### config.mk
export PLATFORM = sky130hd
export DESIGN_NAME = pio_top
export DESIGN_NICKNAME = d
export VERILOG_FILES = /design/src/pio_pkg.sv /design/src/pio_port.sv /design/src/pio_top.sv
export SDC_FILE = /design/constraint.sdc
export NUM_CORES = 1
export LEC_CHECK = 0
export BUFFER_PORTS_ARGS = -buffer_cell sky130_fd_sc_hd__buf_2
export CORE_ASPECT_RATIO = 1.25
export CORE_MARGIN = 2
export CORE_UTILIZATION = 45
export CTS_CLUSTER_DIAMETER = 100
export DETAILED_ROUTE_END_ITERATION = 16
export GPL_ROUTABILITY_DRIVEN = 0
export GPL_TIMING_DRIVEN = 0
export PLACE_DENSITY = 0.72
export SLEW_MARGIN = 15
export SYNTH_ARGS = -nofsm -noshare
export SYNTH_HDL_FRONTEND = slang
export SYNTH_SLANG_ARGS = --single-unit
### constraint.sdc
create_clock -name mclk_i -period 2.8 [get_ports mclk_i]
set_input_delay 0.28 -clock mclk_i [delete_from_list [all_inputs] [get_ports mclk_i]]
set_output_delay 0.28 -clock mclk_i [all_outputs]
set_load 0.005 [all_outputs]
### src/pio_pkg.sv
/*
  Package for the parallel port block: port counts, widths, line positions on
  the fixed input port, the internal bus-clock divider and the bus carrier.
  Assumes a single system clock domain with an asynchronous active-high reset.
*/
package pio_pkg;

  // ****************************************************************
  // Sizes
  // ****************************************************************
  localparam int PIO_PORT_W    = 8;
  localparam int PIO_NUM_PORTS = 3;
  localparam int PIO_FIX_W     = 8;

  // ****************************************************************
  // Fixed input port line positions
  // ****************************************************************
  localparam int PIO_LN_RXD  = 0;
  localparam int PIO_LN_TXD  = 1;
  localparam int PIO_LN_MISO = 2;
  localparam int PIO_LN_MOSI = 3;
  localparam int PIO_LN_SCK  = 4;
  localparam int PIO_LN_SS   = 5;
  localparam int PIO_LN_NONE = 6;

  localparam logic [PIO_FIX_W-1:0] PIO_SERIAL_MASK = 8'h03;
  localparam logic [PIO_FIX_W-1:0] PIO_SPI_MASK    = 8'h3c;
  localparam logic [PIO_FIX_W-1:0] PIO_FIX_PRESENT = 8'hbf;

  // ****************************************************************
  // Port select codes
  // ****************************************************************
  localparam logic [1:0] PIO_SEL_P1  = 2'h0;
  localparam logic [1:0] PIO_SEL_P2  = 2'h1;
  localparam logic [1:0] PIO_SEL_P3  = 2'h2;
  localparam logic [1:0] PIO_SEL_FIX = 2'h3;

  // Bus clock is the oscillator divided by this ratio
  localparam int PIO_BUS_DIV = 2;

  // ****************************************************************
  // Carrier
  // ****************************************************************
  typedef struct packed {
    logic       wr;
    logic       rd;
    logic       dir;
    logic [1:0] sel;
    logic [7:0] wdata;
  } pio_req_t;

endpackage

### src/pio_port.sv
/*
  One bidirectional 8-bit port: direction register, output latch, pin drive
  and read-back. Assumes pin inputs arrive already synchronised and that
  strobes are qualified by the bus-clock phase in the parent.
*/
`timescale 1ns/1ps
`default_nettype none
module pio_port #(
  parameter int W = 8
) (
  // Clock and reset
  input  wire logic         mclk_i,
  input  wire logic         rst_i,
  input  wire logic         ce_i,
  // Write strobes
  input  wire logic         dat_we_i,
  input  wire logic         dir_we_i,
  input  wire logic [W-1:0] wdata_i,
  // Pin side
  input  wire logic [W-1:0] pin_sync_i,
  output logic      [W-1:0] pin_o,
  output logic      [W-1:0] pin_oe_o,
  // Read side
  output logic      [W-1:0] rdata_o,
  output logic      [W-1:0] dir_o
);

  logic [W-1:0] dir;
  logic [W-1:0] latch;

  // ****************************************************************
  // Direction register
  // ****************************************************************
  always_ff @(posedge mclk_i or posedge rst_i) begin
    if (rst_i) begin
      dir <= '0;                                   // [RULE_02]
    end else if (ce_i && dir_we_i) begin
      dir <= wdata_i;                              // [RULE_01] [RULE_17]
    end
  end

  // ****************************************************************
  // Output latch
  // ****************************************************************
  // No reset on purpose: contents stay as they were across a reset
  always_ff @(posedge mclk_i) begin
    if (ce_i && dat_we_i) begin
      latch <= wdata_i;                            // [RULE_03] [RULE_04] [RULE_17]
    end
  end

  // Input bits stay undriven; output bits carry the latch
  assign pin_oe_o = dir;                           // [RULE_05] [RULE_06]
  assign pin_o    = latch & dir;                   // [RULE_06]
  assign dir_o    = dir;
  assign rdata_o  = (latch & dir) | (pin_sync_i & ~dir);  // [RULE_07] [RULE_08]

endmodule
`default_nettype wire

### src/pio_top.sv
/*
  Parallel I/O: three bidirectional 8-bit ports and a seven-line fixed
  input port shared with the async serial unit and the SPI unit.
  Assumes mclk_i is the oscillator clock; accesses are sequenced on the
  internal bus clock, an enable at half that rate. Requests are held by the
  processor until the bus-clock phase that completes them.
*/
`timescale 1ns/1ps
`default_nettype none
//
// Behaviour
// RULE_01: Direction bit one means output, zero input.
// RULE_02: Reset clears all direction registers to input.
// RULE_03: Reset leaves output latches unchanged.
// RULE_04: Every port write loads all eight latch bits.
// RULE_05: Input-direction write only updates the latch.
// RULE_06: Output-direction write drives latched value onto pin.
// RULE_07: Input-direction read returns pin level.
// RULE_08: Output-direction read returns latch, not pin.
// RULE_09: Three independent 8-bit ports, own latch, direction.
// RULE_10: Fixed port reads pin level when function disabled.
// RULE_11: Enabled serial or SPI lines read zero.
// RULE_12: After reset serial drivers off, all lines valid.
// RULE_13: Serial uses line 1 transmit, line 0 receive.
// RULE_14: SPI uses lines 5..2: SS, SCK, MOSI, MISO.
// RULE_15: Bus clock runs at half oscillator rate.
// RULE_16: Software writes latch before setting output direction.
// RULE_17: Writes reach the pins at completing bus edge.
//
module pio_top
  import pio_pkg::*;
#(
  parameter int PORT_W = pio_pkg::PIO_PORT_W,
  parameter int NPORT  = pio_pkg::PIO_NUM_PORTS
) (
  // Clock, reset, enable
  input  wire logic                    mclk_i,
  input  wire logic                    rst_i,
  input  wire logic                    ce_i,
  // Processor side
  input  wire pio_pkg::pio_req_t       req_i,
  output logic      [PORT_W-1:0]       rdata_o,
  output logic                         rvalid_o,
  output logic                         bus_phase_o,
  // Serial function enables
  input  wire logic                    serial_en_i,
  input  wire logic                    spi_en_i,
  // Bidirectional port pins
  input  wire logic [NPORT*PORT_W-1:0] bidir_pins_i,
  output logic      [NPORT*PORT_W-1:0] bidir_pins_o,
  output logic      [NPORT*PORT_W-1:0] bidir_pins_oe_o,
  // Fixed input port pins
  input  wire logic [PORT_W-1:0]       fixed_input_port_pins_i,
  // Direction readback
  output logic      [NPORT*PORT_W-1:0] dir_o
);
  import pio_pkg::*;

  // ****************************************************************
  // Internal bus clock enable
  // ****************************************************************
  // One bus cycle per two oscillator cycles; only the second phase acts
  logic [1:0] div_cnt;
  logic       bus_tick;

  always_ff @(posedge mclk_i or posedge rst_i) begin
    if (rst_i) begin
      div_cnt <= 2'h0;
    end else if (ce_i) begin
      if (div_cnt == 2'(PIO_BUS_DIV - 1)) begin
        div_cnt <= 2'h0;                               // [RULE_15]
      end else begin
        div_cnt <= div_cnt + 2'h1;
      end
    end
  end
  assign bus_tick    = (div_cnt == 2'(PIO_BUS_DIV - 1));  // [RULE_15]
  assign bus_phase_o = bus_tick;

  // ****************************************************************
  // Pin synchronisers
  // ****************************************************************
  logic [NPORT*PORT_W-1:0] bidir_s1;
  logic [NPORT*PORT_W-1:0] bidir_s2;
  logic [PORT_W-1:0]       fix_s1;
  logic [PORT_W-1:0]       fix_s2;

  always_ff @(posedge mclk_i or posedge rst_i) begin
    if (rst_i) begin
      bidir_s1 <= '0;
      bidir_s2 <= '0;
      fix_s1   <= '0;
      fix_s2   <= '0;
    end else if (ce_i) begin
      bidir_s1 <= bidir_pins_i;
      bidir_s2 <= bidir_s1;
      fix_s1   <= fixed_input_port_pins_i;
      fix_s2   <= fix_s1;
    end
  end

  // ****************************************************************
  // Bidirectional ports
  // ****************************************************************
  logic [NPORT*PORT_W-1:0] port_rd;

  for (genvar p = 0; p < NPORT; p++) begin : g_port
    logic hit;
    assign hit = bus_tick && req_i.wr && (req_i.sel == 2'(p));
    pio_port #(.W(PORT_W)) u_port (                  // [RULE_09]
      .mclk_i     (mclk_i),
      .rst_i      (rst_i),
      .ce_i       (ce_i),
      .dat_we_i   (hit && !req_i.dir),
      .dir_we_i   (hit && req_i.dir),
      .wdata_i    (req_i.wdata[PORT_W-1:0]),
      .pin_sync_i (bidir_s2[p*PORT_W +: PORT_W]),
      .pin_o      (bidir_pins_o[p*PORT_W +: PORT_W]),
      .pin_oe_o   (bidir_pins_oe_o[p*PORT_W +: PORT_W]),
      .rdata_o    (port_rd[p*PORT_W +: PORT_W]),
      .dir_o      (dir_o[p*PORT_W +: PORT_W])
    );
  end

  // ****************************************************************
  // Fixed input port
  // ****************************************************************
  // Enables come from the serial units on this clock, not pins
  logic [PORT_W-1:0] fix_mask;
  logic [PORT_W-1:0] fix_rd;

  always_comb begin
    fix_mask = PIO_FIX_PRESENT;
    if (serial_en_i) begin
      fix_mask = fix_mask & ~PIO_SERIAL_MASK;        // [RULE_11] [RULE_13]
    end
    if (spi_en_i) begin
      fix_mask = fix_mask & ~PIO_SPI_MASK;           // [RULE_11] [RULE_14]
    end
  end
  assign fix_rd = fix_s2 & fix_mask;                 // [RULE_10] [RULE_12]

  // ****************************************************************
  // Read data
  // ****************************************************************
  logic [PORT_W-1:0] next_rdata;

  always_comb begin
    if (req_i.sel == PIO_SEL_FIX) begin
      next_rdata = req_i.dir ? '0 : fix_rd;          // Fixed port has no direction
    end else if (req_i.dir) begin
      next_rdata = dir_o[req_i.sel*PORT_W +: PORT_W];
    end else begin
      next_rdata = port_rd[req_i.sel*PORT_W +: PORT_W];  // [RULE_07] [RULE_08]
    end
  end

  always_ff @(posedge mclk_i or posedge rst_i) begin
    if (rst_i) begin
      rdata_o  <= '0;
      rvalid_o <= 1'b0;
    end else if (ce_i) begin
      rvalid_o <= bus_tick && req_i.rd;
      if (bus_tick && req_i.rd) begin
        rdata_o <= next_rdata;                       // [RULE_10]
      end
    end
  end
endmodule
`default_nettype wire

# After elaboration in Yosys (flattened, before gate mapping)
# Index checks and enable logic that the tools add are counted.
# Widths: inputs -> output; s select.
[word_totals]
register_bits = 123
in_bits = 50
out_inout_bits = 82
word_cells = 59
[op_classes]
add_sub_neg = 1
eq_ne = 4
shift = 2
n_mux = 6
bitwise = 13
n_reduce_logical = 20
[op_table]
columns = ["op", "count"]
rows = [
  ["$and 8x8->8", 7],
  ["$shiftx 24x6->8", 2],
  ["$mux 8", 3],
  ["$not 8->8", 3],
  ["$or 8x8->8", 3],
  ["$logic_and 1x1->1", 17],
  ["$mux 6", 1],
  ["$eq 2x1->1 const B", 2],
  ["$eq 2x2->1 const B", 2],
  ["$mux 2", 2],
  ["$add 2x1->2 const B", 1],
  ["$logic_not 2->1", 1],
  ["$reduce_and 2->1", 1],
  ["$logic_not 1->1", 1],
]

# Depth between registers and ports, before layout
# Gate-level depths: netlist of run 1.
[depth]
word_depth = 6
ltp_mapped = 6
mapped_depth_nobuf = 4

# Hierarchy
# From an unflattened synthesis of run 1, not the netlist that was laid out.
[unflattened]
hier_cells = 384
hier_area_um2 = 5580.4
[modules_own_cells]
columns = ["mod", "n_inst", "cells_per_inst", "area_per_inst_um2", "seq_area_each_um2"]
rows = [
  ["pio_top", 1, 231, 3335.7, 1826.8],
  ["pio_port", 3, 51, 748.2, 440.4],
]

# Worst setup path after synthesis of run 1
# No wires, ideal clock.
[synth_path]
path_kind = "input-to-reg"
startpoint = "input port req_i[9] (netlist bit)"
endpoint = "register g_port[0].u_port.latch[0], enable pin"
setup_time_ns = 0.370
t_arrival_ns = 1.247
required_time_ns = 2.430
slack_ns = 1.183
cell_stages = 4
path_buffers = 2
cell_sequence = "buf_2 or2_2 clkbuf_1 nor2_1"
[synth_between]
elab_chain_len = 4
[synth_rtl]
columns = ["item", "line", "rtl"]
rows = [
  ["start, declared", "pio_top.sv:41", "input wire pio_pkg::pio_req_t req_i,"],
  ["$logic_not 2->1", "pio_top.sv:109", "assign hit = bus_tick && req_i.wr && (req_i.sel == 2'(p));"],
  ["$logic_and 1x1->1", "pio_top.sv:109", ""],
  ["$logic_and 1x1->1", "pio_top.sv:114", ".dat_we_i (hit && !req_i.dir),"],
  ["$logic_and 1x1->1", "pio_port.sv:47", "if (ce_i && dat_we_i) begin"],
  ["end signal, assigned", "pio_port.sv:48", "latch <= wdata_i;"],
  ["end, declared", "pio_port.sv:29", "logic [W-1:0] latch;"],
]
# Every way passes these cells.
# A chain may end at the register's enable or synchronous reset.

# Final worst setup path of run 1
[layout_path]
startpoint = "register div_cnt[1]"
endpoint = "register g_port[2].u_port.latch[4], enable pin"
[layout_between]
elab_chain_len = 5
[layout_rtl]
columns = ["item", "line", "rtl"]
rows = [
  ["start, declared", "pio_top.sv:63", "logic [1:0] div_cnt;"],
  ["start signal, assigned", "pio_top.sv:73", "div_cnt <= div_cnt + 2'h1;"],
  ["$eq 2x1->1", "pio_top.sv:77", "assign bus_tick = (div_cnt == 2'(PIO_BUS_DIV - 1));"],
  ["$logic_and 1x1->1 (2 in a row)", "pio_top.sv:109", ""],
  ["$logic_and 1x1->1", "pio_top.sv:114", ""],
  ["$logic_and 1x1->1", "pio_port.sv:47", ""],
  ["end signal, assigned", "pio_port.sv:48", ""],
  ["end, declared", "pio_port.sv:29", ""],
]
# Every way passes these cells.

==> impl_metrics.xml, run 1 <==
<?xml version="1.0" encoding="UTF-8"?>
<metrics>
  <group name="timing">
    <metric name="finalWorstPathRequiredPeriod" unit="ps">1908</metric>
    <metric name="grt_setup_unrepaired" unit="">false</metric>
    <metric name="clock.fmax" unit="MHz">524.2</metric>
    <metric name="worst_pin_slew" unit="ps">955.4</metric>
    <metric name="setup_violation_total_in_the_final_timing_report" unit="">0</metric>
    <metric name="final_min_period_over_clock_period" unit="%">68.13</metric>
    <metric name="final_total_negative_setup_slack" unit="ps">0</metric>
    <metric name="worst_slew_margin_rel" unit="%">36.07</metric>
    <metric name="report.final.hold_viol_count" unit="">0</metric>
    <metric name="timing_max_transition_violations_final" unit="">0</metric>
    <metric name="clock_skew" unit="ps">7.862</metric>
  </group>
  <group name="die">
    <metric name="initial_core_util" unit="%">45.98</metric>
    <metric name="die_width" unit="microns">101.4</metric>
    <metric name="io_pins" unit="">132</metric>
    <metric name="fp.coreArea" unit="sq um">11620</metric>
    <metric name="floorplan.die.height" unit="microns">125.8</metric>
    <metric name="placement_rows" unit="">44</metric>
    <metric name="dieArea" unit="sq um">12760</metric>
  </group>
  <group name="cts">
    <metric name="insertion_delay_to_the_later_sink_of_the_worst_skew_pair" unit="ps">420</metric>
    <metric name="clk_pin_slew" unit="ps">50</metric>
    <metric name="tritoncts_num_sinks" unit="">121</metric>
    <metric name="clock_tree_from_tritoncts" unit="">yes</metric>
    <metric name="max-clock-path-buffers" unit="">2</metric>
    <metric name="ctsRootBufferMaster" unit="">clkbuf_16</metric>
    <metric name="htree_num_levels" unit="">4</metric>
    <metric name="tritoncts.num_buffers" unit="">17</metric>
  </group>
  <group name="placement">
    <metric name="portBuffers" unit="">129</metric>
    <metric name="detailed_place_hpwl" unit="mm">9.868</metric>
    <metric name="dp_cells" unit="">695</metric>
  </group>
  <group name="route">
    <metric name="detail_route.first_pass.iterations" unit="">5</metric>
    <metric name="postRouteAntennaNets" unit="">0</metric>
    <metric name="detail_route.wl_per_cell" unit="microns">18.26</metric>
    <metric name="remaining_drc_errors" unit="">0</metric>
    <metric name="drt-total-wl" unit="mm">13.30</metric>
    <metric name="drt-vias-per-instance" unit="">5.245</metric>
    <metric name="routed-via-count" unit="">3818</metric>
    <metric name="drt_iter0_markers" unit="">259</metric>
  </group>
  <group name="global_routing">
    <metric name="grtUsageTotal" unit="%">22.21</metric>
    <metric name="antenna_found_initial" unit="">0</metric>
    <metric name="grt_pass1_wl" unit="mm">20.93</metric>
    <metric name="grt_pass1_vias" unit="">3904</metric>
    <metric name="overflow" unit="">0</metric>
    <metric name="grt_start_max_net_pins" unit="">36</metric>
  </group>
  <group name="yosys">
    <metric name="synth.distinct_cells" unit="">38</metric>
    <metric name="number_of_enable_flip_flop_cells_after_synthesis" unit="">24</metric>
    <metric name="synth_fp_nets" unit="">452</metric>
    <metric name="number_of_register_bits_inferred_by_synthesis" unit="">121</metric>
    <metric name="synth_top_flop_cell" unit="">dfrtp_1</metric>
    <metric name="synth.largest_area_cell" unit="">dfrtp_1</metric>
    <metric name="synth_seq_area_share" unit="%">58.94</metric>
    <metric name="top_post_synthesis_cells_by_area" unit="">dfrtp_1 45%, mux2_2 16%, edfxtp_1 13%</metric>
    <metric name="synth_top_cell_area_share" unit="%">45.44</metric>
    <metric name="synth-async-reset-ratio" unit="%">80.17</metric>
    <metric name="syn_inst" unit="">402</metric>
    <metric name="ys_warn_count" unit="">0</metric>
    <metric name="synth_area" unit="sq um">5341</metric>
    <metric name="synthesis.area_per_instance" unit="sq um">13.29</metric>
  </group>
  <group name="power">
    <metric name="intPower" unit="mW">4.299</metric>
    <metric name="power.switching" unit="mW">1.644</metric>
    <metric name="power.static_leakage" unit="nW">3.175</metric>
    <metric name="sequentialPowerShare" unit="%">41.5</metric>
    <metric name="clkPwrFrac" unit="%">34.0</metric>
    <metric name="combPwrFrac" unit="%">24.5</metric>
    <metric name="swShare" unit="%">27.66</metric>
    <metric name="power" unit="mW">5.943</metric>
    <metric name="pwr_per_cell_area" unit="nW/um^2">870.4</metric>
    <metric name="ir_drop" unit="V">0.0005055</metric>
  </group>
  <group name="setup_path">
    <metric name="cp_num_cells" unit="">3</metric>
    <metric name="worst_r2r_startpoint" unit="">div_cnt[1]</metric>
    <metric name="crit_fanout" unit="">8</metric>
    <metric name="r2r-end" unit="">g_port[2].u_port.latch[4]</metric>
    <metric name="worstPathRequired" unit="ps">2840</metric>
    <metric name="critPathTopFamily" unit="">simple AND/OR/NAND/NOR gates</metric>
    <metric name="reg2regPathDepth" unit="">3</metric>
    <metric name="worst-setup-path-type" unit="">reg2reg</metric>
    <metric name="crit_path_start_kind" unit="">flop</metric>
    <metric name="r2r_setup_slack" unit="ps">890</metric>
    <metric name="crit_path_top_delay_cell" unit="">nor2_1</metric>
    <metric name="worstPathBufferInverterCount" unit="">0</metric>
    <metric name="critPathLaunch" unit="">div_cnt[1]</metric>
    <metric name="cp_data_arrival_time" unit="ps">1940</metric>
    <metric name="cp_cell_sequence" unit="">and3b_1, nand3b_1, nor2_1</metric>
    <metric name="worstSetupEndpointType" unit="">flop</metric>
    <metric name="crit_path_max_incr_delay" unit="ps">740</metric>
    <metric name="termination_of_the_worst_setup_path" unit="">g_port[2].u_port.latch[4]</metric>
  </group>
  <group name="run_status">
    <metric name="status" unit="">complete, no violations</metric>
  </group>
  <group name="hold_path">
    <metric name="worstHoldPathType" unit="">in2reg</metric>
  </group>
  <group name="flow_run">
    <metric name="max_cap_violations" unit="">0</metric>
  </group>
  <group name="layout">
    <metric name="synthToLayoutAreaGrowth" unit="%">27.83</metric>
    <metric name="fillerInstances" unit="">935</metric>
    <metric name="finish.net_count" unit="">604</metric>
    <metric name="final_core_util" unit="%">58.78</metric>
    <metric name="antenna_diode_instance_count" unit="">0</metric>
    <metric name="final_instance_count_without_filler_cells" unit="">728</metric>
    <metric name="drive_gt1_share" unit="%">53.26</metric>
  </group>
</metrics>
-- through the flow --
stage | hold WS [ps] | instance area, sq um | worst slack (ps)
2_1_floorplan | 378.9 | 5345 | 1183
3_3_place_gp | 483.7 | 6192 | 555.8
3_5_place_dp | 312.9 | 6267 | 511.6
4_1_cts | 90.55 | 6828 | 866.6
5_1_grt | 91.61 | 6828 | 826.8
6_report | 97.69 | 6828 | 892.5
-- flip-flops by register name, indices dropped and copies added, names as in the netlist --
| signal | flops |
|---|---|
| g_port.u_port.latch | 24 |
| bidir_s2 | 24 |
| fix_s2 | 7 |
| g_port.u_port.dir_o | 24 |
| bidir_s1 | 24 |
| rdata_o | 8 |
| fix_s1 | 7 |
| div_cnt | 2 |
| rvalid_o | 1 |
-- power by group through the flow --
stage	sequential [mW]	clock, mW	combinational [mW]
after floorplan	2.40	0	0.841
after global placement	2.47	0	1.41
after detailed placement	2.49	0	1.46
after CTS	2.47	2.04	1.47
after global routing	2.52	2.11	1.60
final	2.47	2.02	1.45
-- what timing repair did --
action | 4_1_cts | 5_1_grt
hold buffers | 1 | 0
endpoints found under the setup margin | 0 | 0
hold endpoints to repair | 15 | 0
resized for setup | 0 | 0
setup buffers | 0 | 0
-- worst min path at each step --
| stage | start | endpoint | slack (ps) | depth (start not counted) |
|---|---|---|---|---|
| 2_1_floorplan | req_i[0] | g_port[0].u_port.latch[0] | 380 | 0 |
| 3_5_place_dp | rst_i | bidir_s2[16] | 310 | 2 |
| 4_1_cts | bidir_pins_i[23] | bidir_s1[23] | 90 | 2 |
| 5_1_grt | bidir_pins_i[21] | bidir_s1[21] | 90 | 2 |
| 3_3_place_gp | bidir_s2[9] | bidir_s2[9] | 480 | 1 |
| 6_report | bidir_pins_i[7] | bidir_s1[7] | 100 | 2 |
-- synthesized netlist by cell type (4+ instances only) --
library cell and number:
a21oi_1 20, nand2_1 5, mux2_4 8, nor2_1 7
or3b_2 14, clkbuf_1 5, nand2b_1 11, mux2_2 78
a22oi_1 6, dfrtp_1 97, and2_1 24, edfxtp_1 24
o21ai_0 38, nand3_1 4, buf_2 9, buf_4 24
-- cell type report --
type / count / area (sq um) / share of cell area, %
repair buffers: 133 / 730.7 / 10.70
flip-flops and latches: 121 / 3148 / 46.11
multi-input cells: 237 / 1917 / 28.07
clock buffers: 22 / 475.5 / 6.964
well taps: 161 / 201.4 / 2.950
inverters: 2 / 11.26 / 0.1649
clock inverters: 10 / 75.07 / 1.100
plain buffers: 42 / 269.0 / 3.940
-- metal layers --
metal	GRT usage, %	share of wire, %
met2	36.23	51
met3	5.327	5.3
met1	27.35	40
met5	0	0
met4	11.13	4.3
-- cells by family (layout without fill, tap and decap cells) --
logic type | Yosys count | after routing | synth area share, %
DFF | 121 | 121 | 58.94
muxes | 86 | 86 | 18.69
and+or+nand+nor | 79 | 79 | 9.768
AOI/OAI and AO/OA | 71 | 71 | 7.262
buffers and inverters | 44 | 209 | 5.177
xor gates and xnor gates | 1 | 1 | 0.1640
-- layout by cell type (no fill, tap or decap), types with 2 or more instances in the layout --
master / count
dfrtp_1: 97
clkbuf_16: 18
a22oi_1: 6
buf_4: 24
nand2b_1: 11
nand2_1: 5
buf_2: 138
nand3b_1: 2
or3b_1: 2
nor2_1: 7
and2_1: 24
a21oi_1: 20
clkinv_2: 9
mux2_2: 78
o21ai_0: 38
clkbuf_1: 8
buf_16: 2
nor3_1: 3
clkbuf_2: 2
nand3_1: 4
or3b_2: 14
mux2_4: 8
edfxtp_1: 24
Note: power is estimated with default switching activity, not from simulation.
==> run 2, diff against run 1 <==
- PLACE_DENSITY: 0.72 -> 0.69
- clock period: 2.8 -> 1.9 ns (I/O delays scaled with it)
==> impl_metrics.xml, run 2 (same netlist as run 1, synthesis figures left out) <==
<?xml version="1.0" encoding="UTF-8"?>
<metrics>
  <group name="placement">
    <metric name="detailed_place_hpwl" unit="mm">9.680</metric>
    <metric name="portBuffers" unit="">129</metric>
    <metric name="dpl-instance-area" unit="sq um">6260</metric>
    <metric name="dp_worst_setup_slack" unit="ps">-374.6</metric>
    <metric name="dp_cells" unit="">695</metric>
  </group>
  <group name="setup_path">
    <metric name="cp_data_arrival_time" unit="ps">1940</metric>
    <metric name="r2r-end" unit="">g_port[0].u_port.latch[0]</metric>
    <metric name="crit_path_max_incr_delay" unit="ps">710</metric>
    <metric name="cp_cell_sequence" unit="">and3b_1, nand3b_1, nor2_1</metric>
    <metric name="worstSetupEndpointType" unit="">flop</metric>
    <metric name="worstPathRequired" unit="ps">1930</metric>
    <metric name="worst_r2r_startpoint" unit="">div_cnt[1]</metric>
    <metric name="r2r_setup_slack" unit="ps">-20</metric>
    <metric name="worst-setup-path-type" unit="">reg2reg</metric>
    <metric name="crit_fanout" unit="">8</metric>
    <metric name="crit_path_top_delay_cell" unit="">nor2_1</metric>
    <metric name="reg2regPathDepth" unit="">3</metric>
    <metric name="crit_path_start_kind" unit="">flop</metric>
  </group>
  <group name="cts">
    <metric name="clock_tree_from_tritoncts" unit="">yes</metric>
    <metric name="cts_setup_buffers" unit="">0</metric>
    <metric name="ctsRootBufferMaster" unit="">clkbuf_16</metric>
    <metric name="max-clock-path-buffers" unit="">2</metric>
    <metric name="clk_pin_slew" unit="ps">50</metric>
    <metric name="tritoncts.num_buffers" unit="">17</metric>
    <metric name="tritoncts_num_sinks" unit="">121</metric>
    <metric name="htree_num_levels" unit="">4</metric>
    <metric name="insertion_delay_to_the_later_sink_of_the_worst_skew_pair" unit="ps">410</metric>
  </group>
  <group name="hold_path">
    <metric name="worstHoldPathType" unit="">in2reg</metric>
    <metric name="min-delay-start" unit="">fixed_input_port_pins_i[4]</metric>
    <metric name="cells_on_worst_hold_path" unit="">2</metric>
    <metric name="timing.hold.worst_endpoint" unit="">fix_s1[4]</metric>
  </group>
  <group name="die">
    <metric name="floorplan.die.height" unit="microns">125.8</metric>
    <metric name="die_width" unit="microns">101.4</metric>
    <metric name="io_pins" unit="">132</metric>
    <metric name="dieArea" unit="sq um">12760</metric>
    <metric name="initial_core_util" unit="%">45.98</metric>
    <metric name="placement_rows" unit="">44</metric>
    <metric name="fp.coreArea" unit="sq um">11620</metric>
  </group>
  <group name="global_routing">
    <metric name="overflow" unit="">0</metric>
    <metric name="grt_pass1_vias" unit="">3845</metric>
    <metric name="grt_start_max_net_pins" unit="">31</metric>
    <metric name="grt_pass1_wl" unit="mm">20.76</metric>
    <metric name="grtUsageTotal" unit="%">21.94</metric>
    <metric name="antenna_found_initial" unit="">0</metric>
  </group>
  <group name="layout">
    <metric name="layout.cell_area.non_filler" unit="sq um">6939</metric>
    <metric name="finish.net_count" unit="">606</metric>
    <metric name="mostFrequentLayoutCells" unit="">138 x buf_2, 97 x dfrtp_1, 78 x mux2_2</metric>
    <metric name="drive_gt1_share" unit="%">53.43</metric>
    <metric name="mostFrequentLayoutCell" unit="">buf_2</metric>
    <metric name="synthToLayoutAreaGrowth" unit="%">29.91</metric>
    <metric name="antenna_diode_instance_count" unit="">0</metric>
    <metric name="final_instance_count_without_filler_cells" unit="">730</metric>
  </group>
  <group name="timing">
    <metric name="report.final.hold_viol_count" unit="">0</metric>
    <metric name="worst_pin_slew" unit="ps">908.6</metric>
    <metric name="final_total_negative_setup_slack" unit="ps">-110.9</metric>
    <metric name="clock.fmax" unit="MHz">522.0</metric>
    <metric name="worst_slew_margin_rel" unit="%">39.20</metric>
    <metric name="grt_setup_unrepaired" unit="">true</metric>
    <metric name="final_min_period_over_clock_period" unit="%">100.8</metric>
    <metric name="finalWorstPathRequiredPeriod" unit="ps">1916</metric>
    <metric name="timing_max_transition_violations_final" unit="">0</metric>
    <metric name="clock_skew" unit="ps">7.010</metric>
    <metric name="setup_violation_total_in_the_final_timing_report" unit="">14</metric>
    <metric name="post-route-worst-setup-slack" unit="ps">-15.88</metric>
    <metric name="hold_slack" unit="ps">11.92</metric>
  </group>
  <group name="route">
    <metric name="drt-total-wl" unit="mm">13.30</metric>
    <metric name="drt_iter0_markers" unit="">249</metric>
    <metric name="remaining_drc_errors" unit="">0</metric>
    <metric name="detail_route.wl_per_cell" unit="microns">18.22</metric>
    <metric name="postRouteAntennaNets" unit="">0</metric>
    <metric name="drt-vias-per-instance" unit="">5.134</metric>
    <metric name="routed-via-count" unit="">3748</metric>
    <metric name="detail_route.first_pass.iterations" unit="">4</metric>
  </group>
  <group name="power">
    <metric name="ir_drop" unit="V">0.0005930</metric>
    <metric name="sequentialPowerShare" unit="%">39.8</metric>
    <metric name="clkPwrFrac" unit="%">36.9</metric>
    <metric name="power.switching" unit="mW">2.400</metric>
    <metric name="swShare" unit="%">26.22</metric>
    <metric name="combPwrFrac" unit="%">23.3</metric>
    <metric name="intPower" unit="mW">6.753</metric>
    <metric name="power.static_leakage" unit="nW">3.218</metric>
    <metric name="pwr_per_cell_area" unit="nW/um^2">1319</metric>
  </group>
  <group name="flow_run">
    <metric name="max_cap_violations" unit="">0</metric>
  </group>
  <group name="run_status">
    <metric name="status" unit="">complete, but fails checks</metric>
    <metric name="violations_in_the_final_reports" unit="">setup timing</metric>
  </group>
</metrics>
run 2: cell types whose count changed in the layout (fill, tap and decap cells not counted), sizes merged:
| cell | previous run | this run |
|---|---|---|
| clkbuf | 29 | 34 |
| clkinv | 9 | 3 |
| bufinv | 1 | 2 |
| dlygate4sd3 | 1 | 3 |
run 2: how the worst max path moves through the flow:
stage / start / end
2_1_floorplan: req_i[9] / g_port[0].u_port.latch[0]
3_3_place_gp: req_i[10] / g_port[2].u_port.latch[5]
3_5_place_dp: req_i[10] / g_port[2].u_port.latch[5]
4_1_cts: div_cnt[1] / g_port[0].u_port.latch[3]
5_1_grt: div_cnt[1] / g_port[0].u_port.latch[0]
6_report: div_cnt[1] / g_port[0].u_port.latch[0]
run 2: per-layer routing:
metal  wire length [microns]  GRT usage, %
met4                     380         8.824
met1                    5427         28.23
met2                    6672         35.61
met5                       0             0
met3                     819         5.272
run 2: per-stage QoR:
step	util, %	total power [mW]
2_1_floorplan	-	4.781
3_3_place_gp	53.31	5.715
3_5_place_dp	53.89	5.809
4_1_cts	59.69	9.220
5_1_grt	59.74	9.587
6_report	59.74	9.153
run 2: power groups by stage:
stage,clock (mW),combinational (mW),sequential (mW)
final,3.38,2.13,3.64
after global routing,3.52,2.34,3.72
after CTS,3.42,2.16,3.64
after detailed placement,0,2.14,3.67
after global placement,0,2.07,3.64
after floorplan,0,1.24,3.54
run 2: worst max-delay path, delay by kind of cell (launching register included):
kind             cells  cell delay, ps
DFF                  1             400
and+or+nand+nor      3            1130
run 2: cell type report:
class / instances / area, sq um
Fill cell: 978 / 4677
Sequential cell: 121 / 3148
Multi-Input combinational cell: 237 / 1924
Timing Repair Buffer: 135 / 743.2
Clock buffer: 27 / 566.8
Buffer: 42 / 269.0
Tap cell: 161 / 201.4
Clock inverter: 5 / 75.07
Inverter: 2 / 11.26
run 2: timing repair:
item | CTS | global route
endpoints found under the hold margin | 21 | 0
gates resized for setup | 1 | 1
pin swaps | 0 | 0
hold buffers | 3 | 0
endpoints found under the setup margin | 23 | 20
cloned | 0 | 0
==> run 3, diff against run 2 <==
- REMOVE_ABC_BUFFERS: not set -> 1
==> impl_metrics.xml, run 3 (same netlist as run 1, synthesis figures left out) <==
<?xml version="1.0" encoding="UTF-8"?>
<metrics>
  <group name="die">
    <metric name="dieArea" unit="sq um">12760</metric>
    <metric name="fp.coreArea" unit="sq um">11620</metric>
    <metric name="die_width" unit="microns">101.4</metric>
    <metric name="io_pins" unit="">132</metric>
    <metric name="initial_core_util" unit="%">45.98</metric>
    <metric name="placement_rows" unit="">44</metric>
    <metric name="floorplan.die.height" unit="microns">125.8</metric>
  </group>
  <group name="cts">
    <metric name="tritoncts.num_buffers" unit="">17</metric>
    <metric name="clock_tree_from_tritoncts" unit="">yes</metric>
    <metric name="tritoncts_num_sinks" unit="">121</metric>
    <metric name="insertion_delay_to_the_later_sink_of_the_worst_skew_pair" unit="ps">410</metric>
    <metric name="ctsRootBufferMaster" unit="">clkbuf_16</metric>
    <metric name="clk_pin_slew" unit="ps">60</metric>
    <metric name="max-clock-path-buffers" unit="">2</metric>
    <metric name="htree_num_levels" unit="">4</metric>
  </group>
  <group name="power">
    <metric name="intPower" unit="mW">6.327</metric>
    <metric name="power.switching" unit="mW">2.328</metric>
    <metric name="ir_drop" unit="V">0.0006583</metric>
    <metric name="sequentialPowerShare" unit="%">41.4</metric>
    <metric name="combPwrFrac" unit="%">21.2</metric>
    <metric name="swShare" unit="%">26.89</metric>
    <metric name="power" unit="mW">8.655</metric>
    <metric name="clkPwrFrac" unit="%">37.4</metric>
    <metric name="pwr_per_cell_area" unit="nW/um^2">1303</metric>
    <metric name="power.static_leakage" unit="nW">3.023</metric>
  </group>
  <group name="route">
    <metric name="routed-via-count" unit="">3474</metric>
    <metric name="remaining_drc_errors" unit="">0</metric>
    <metric name="detail_route.first_pass.iterations" unit="">4</metric>
    <metric name="postRouteAntennaNets" unit="">0</metric>
    <metric name="detail_route.wl_per_cell" unit="microns">16.97</metric>
    <metric name="drt-total-wl" unit="mm">11.72</metric>
    <metric name="drt-vias-per-instance" unit="">5.027</metric>
    <metric name="drt_iter0_markers" unit="">112</metric>
  </group>
  <group name="hold_path">
    <metric name="cells_on_worst_hold_path" unit="">2</metric>
    <metric name="worstHoldPathType" unit="">in2reg</metric>
    <metric name="min-delay-start" unit="">bidir_pins_i[11]</metric>
    <metric name="timing.hold.worst_endpoint" unit="">bidir_s1[11]</metric>
  </group>
  <group name="setup_path">
    <metric name="reg2regPathDepth" unit="">3</metric>
    <metric name="r2r-end" unit="">g_port[0].u_port.latch[2]</metric>
    <metric name="worst-setup-path-type" unit="">reg2reg</metric>
    <metric name="cp_data_arrival_time" unit="ps">1950</metric>
    <metric name="critPathLaunch" unit="">div_cnt[1]</metric>
    <metric name="crit_fanout" unit="">8</metric>
    <metric name="crit_path_start_kind" unit="">flop</metric>
    <metric name="worst_r2r_startpoint" unit="">div_cnt[1]</metric>
    <metric name="worstSetupEndpointType" unit="">flop</metric>
    <metric name="worstPathRequired" unit="ps">1920</metric>
    <metric name="r2r_setup_slack" unit="ps">-30</metric>
  </group>
  <group name="timing">
    <metric name="timing_max_transition_violations_final" unit="">0</metric>
    <metric name="clock_skew" unit="ps">9.243</metric>
    <metric name="grt_setup_unrepaired" unit="">true</metric>
    <metric name="clock.fmax" unit="MHz">518.8</metric>
    <metric name="post-route-worst-setup-slack" unit="ps">-27.49</metric>
    <metric name="setup_violation_total_in_the_final_timing_report" unit="">8</metric>
    <metric name="report.final.hold_viol_count" unit="">0</metric>
    <metric name="final_total_negative_setup_slack" unit="ps">-183.1</metric>
    <metric name="hold_slack" unit="ps">10.30</metric>
    <metric name="final_min_period_over_clock_period" unit="%">101.4</metric>
    <metric name="worst_slew_margin_rel" unit="%">34.89</metric>
    <metric name="worst_pin_slew" unit="ps">973.0</metric>
    <metric name="finalWorstPathRequiredPeriod" unit="ps">1927</metric>
  </group>
  <group name="global_routing">
    <metric name="antenna_found_initial" unit="">0</metric>
    <metric name="grt_pass1_wl" unit="mm">18.22</metric>
    <metric name="overflow" unit="">0</metric>
    <metric name="grt_start_max_net_pins" unit="">56</metric>
    <metric name="grt_pass1_vias" unit="">3448</metric>
    <metric name="grtUsageTotal" unit="%">18.95</metric>
  </group>
  <group name="layout">
    <metric name="final_core_util" unit="%">57.20</metric>
    <metric name="fillerInstances" unit="">986</metric>
    <metric name="drive_gt1_share" unit="%">51.70</metric>
    <metric name="synthToLayoutAreaGrowth" unit="%">24.39</metric>
    <metric name="mostFrequentLayoutCell" unit="">buf_2</metric>
    <metric name="area_used_by_multi_input_combinational_logic" unit="sq um">1926</metric>
    <metric name="mostFrequentLayoutCells" unit="">129 x buf_2, 97 x dfrtp_1, 78 x mux2_2</metric>
    <metric name="finish.net_count" unit="">567</metric>
    <metric name="antenna_diode_instance_count" unit="">0</metric>
    <metric name="seqCellArea" unit="sq um">3148</metric>
  </group>
  <group name="run_status">
    <metric name="violations_in_the_final_reports" unit="">setup timing</metric>
    <metric name="status" unit="">complete, but fails checks</metric>
  </group>
  <group name="flow_run">
    <metric name="max_cap_violations" unit="">0</metric>
  </group>
  <group name="placement">
    <metric name="portBuffers" unit="">130</metric>
    <metric name="detailed_place_hpwl" unit="mm">7.935</metric>
  </group>
</metrics>
==> run 3: cell types whose count changed in the layout (fill, tap and decap cells not counted), sizes merged <==
cell / change
clkinvlp: +2
inv: +1
buf: -31
clkbuf: -14
dlygate4sd3: -1
clkinv: +3
bufinv: +1
==> run 3: how the worst max path moves through the flow <==
stage / endpoint / slack [ps] / cells after the start
global placement: bidir_s1[0] / -2000 / 2
floorplan: bidir_s1[0] / -820 / 1
finish: g_port[0].u_port.latch[2] / -30 / 3
global route: g_port[2].u_port.latch[7] / -160 / 3
detailed placement: rdata_o[4] / -690 / 5
CTS: g_port[0].u_port.latch[2] / -80 / 3
==> run 3: per-layer routing <==
layer  global-route usage, %  vias to the layer above  wire length, microns
li1                        -                     1658                     -
met1                   24.22                     1720                  5049
met2                   31.40                       88                  6061
met3                   4.550                        8                   493
met4                   6.518                        0                   119
met5                       0                        -                     0
==> run 3: critical path: stages (launching register included) <==
cell and delay, ps:
dfrtp_1 390, and3b_1 250, nand3b_1 140, nor2_1 760
==> run 3: area by class of cell <==
cell class / count / area share (%)
Clock inverter: 12 / 2.241
Inverter: 2 / 0.1883
Timing Repair Buffer: 138 / 11.30
Sequential cell: 121 / 47.38
Multi-Input combinational cell: 237 / 28.98
Clock buffer: 20 / 6.874
Tap cell: 161 / 3.032
==> run 3: stage by stage <==
| stage | setup WS, ps | cells | area, sq um |
|---|---|---|---|
| global placement | -2001 | 651 | 5924 |
| global route | -159.1 | 691 | 6644 |
| detailed placement | -688.4 | 653 | 5979 |
| floorplan | -823.7 | 360 | 5072 |
| CTS | -76.72 | 690 | 6629 |
| finish | -27.49 | 691 | 6644 |
==> run 3: power groups by stage <==
stage / registers (mW) / logic [mW] / clock network [mW]
2_1_floorplan: 3.58 / 0.866 / 0
3_3_place_gp: 3.58 / 1.78 / 0
3_5_place_dp: 3.62 / 1.83 / 0
4_1_cts: 3.58 / 1.87 / 3.28
5_1_grt: 3.66 / 2.01 / 3.43
6_report: 3.59 / 1.83 / 3.24
==> run 3: timing repair <==
action | in CTS | in global routing
endpoints found under the hold margin | 42 | 1
buffers inserted | 4 | 0
setup endpoints to repair | 31 | 32
hold buffers | 1 | 1
gates resized for setup | 1 | 2
gates cloned | 0 | 0
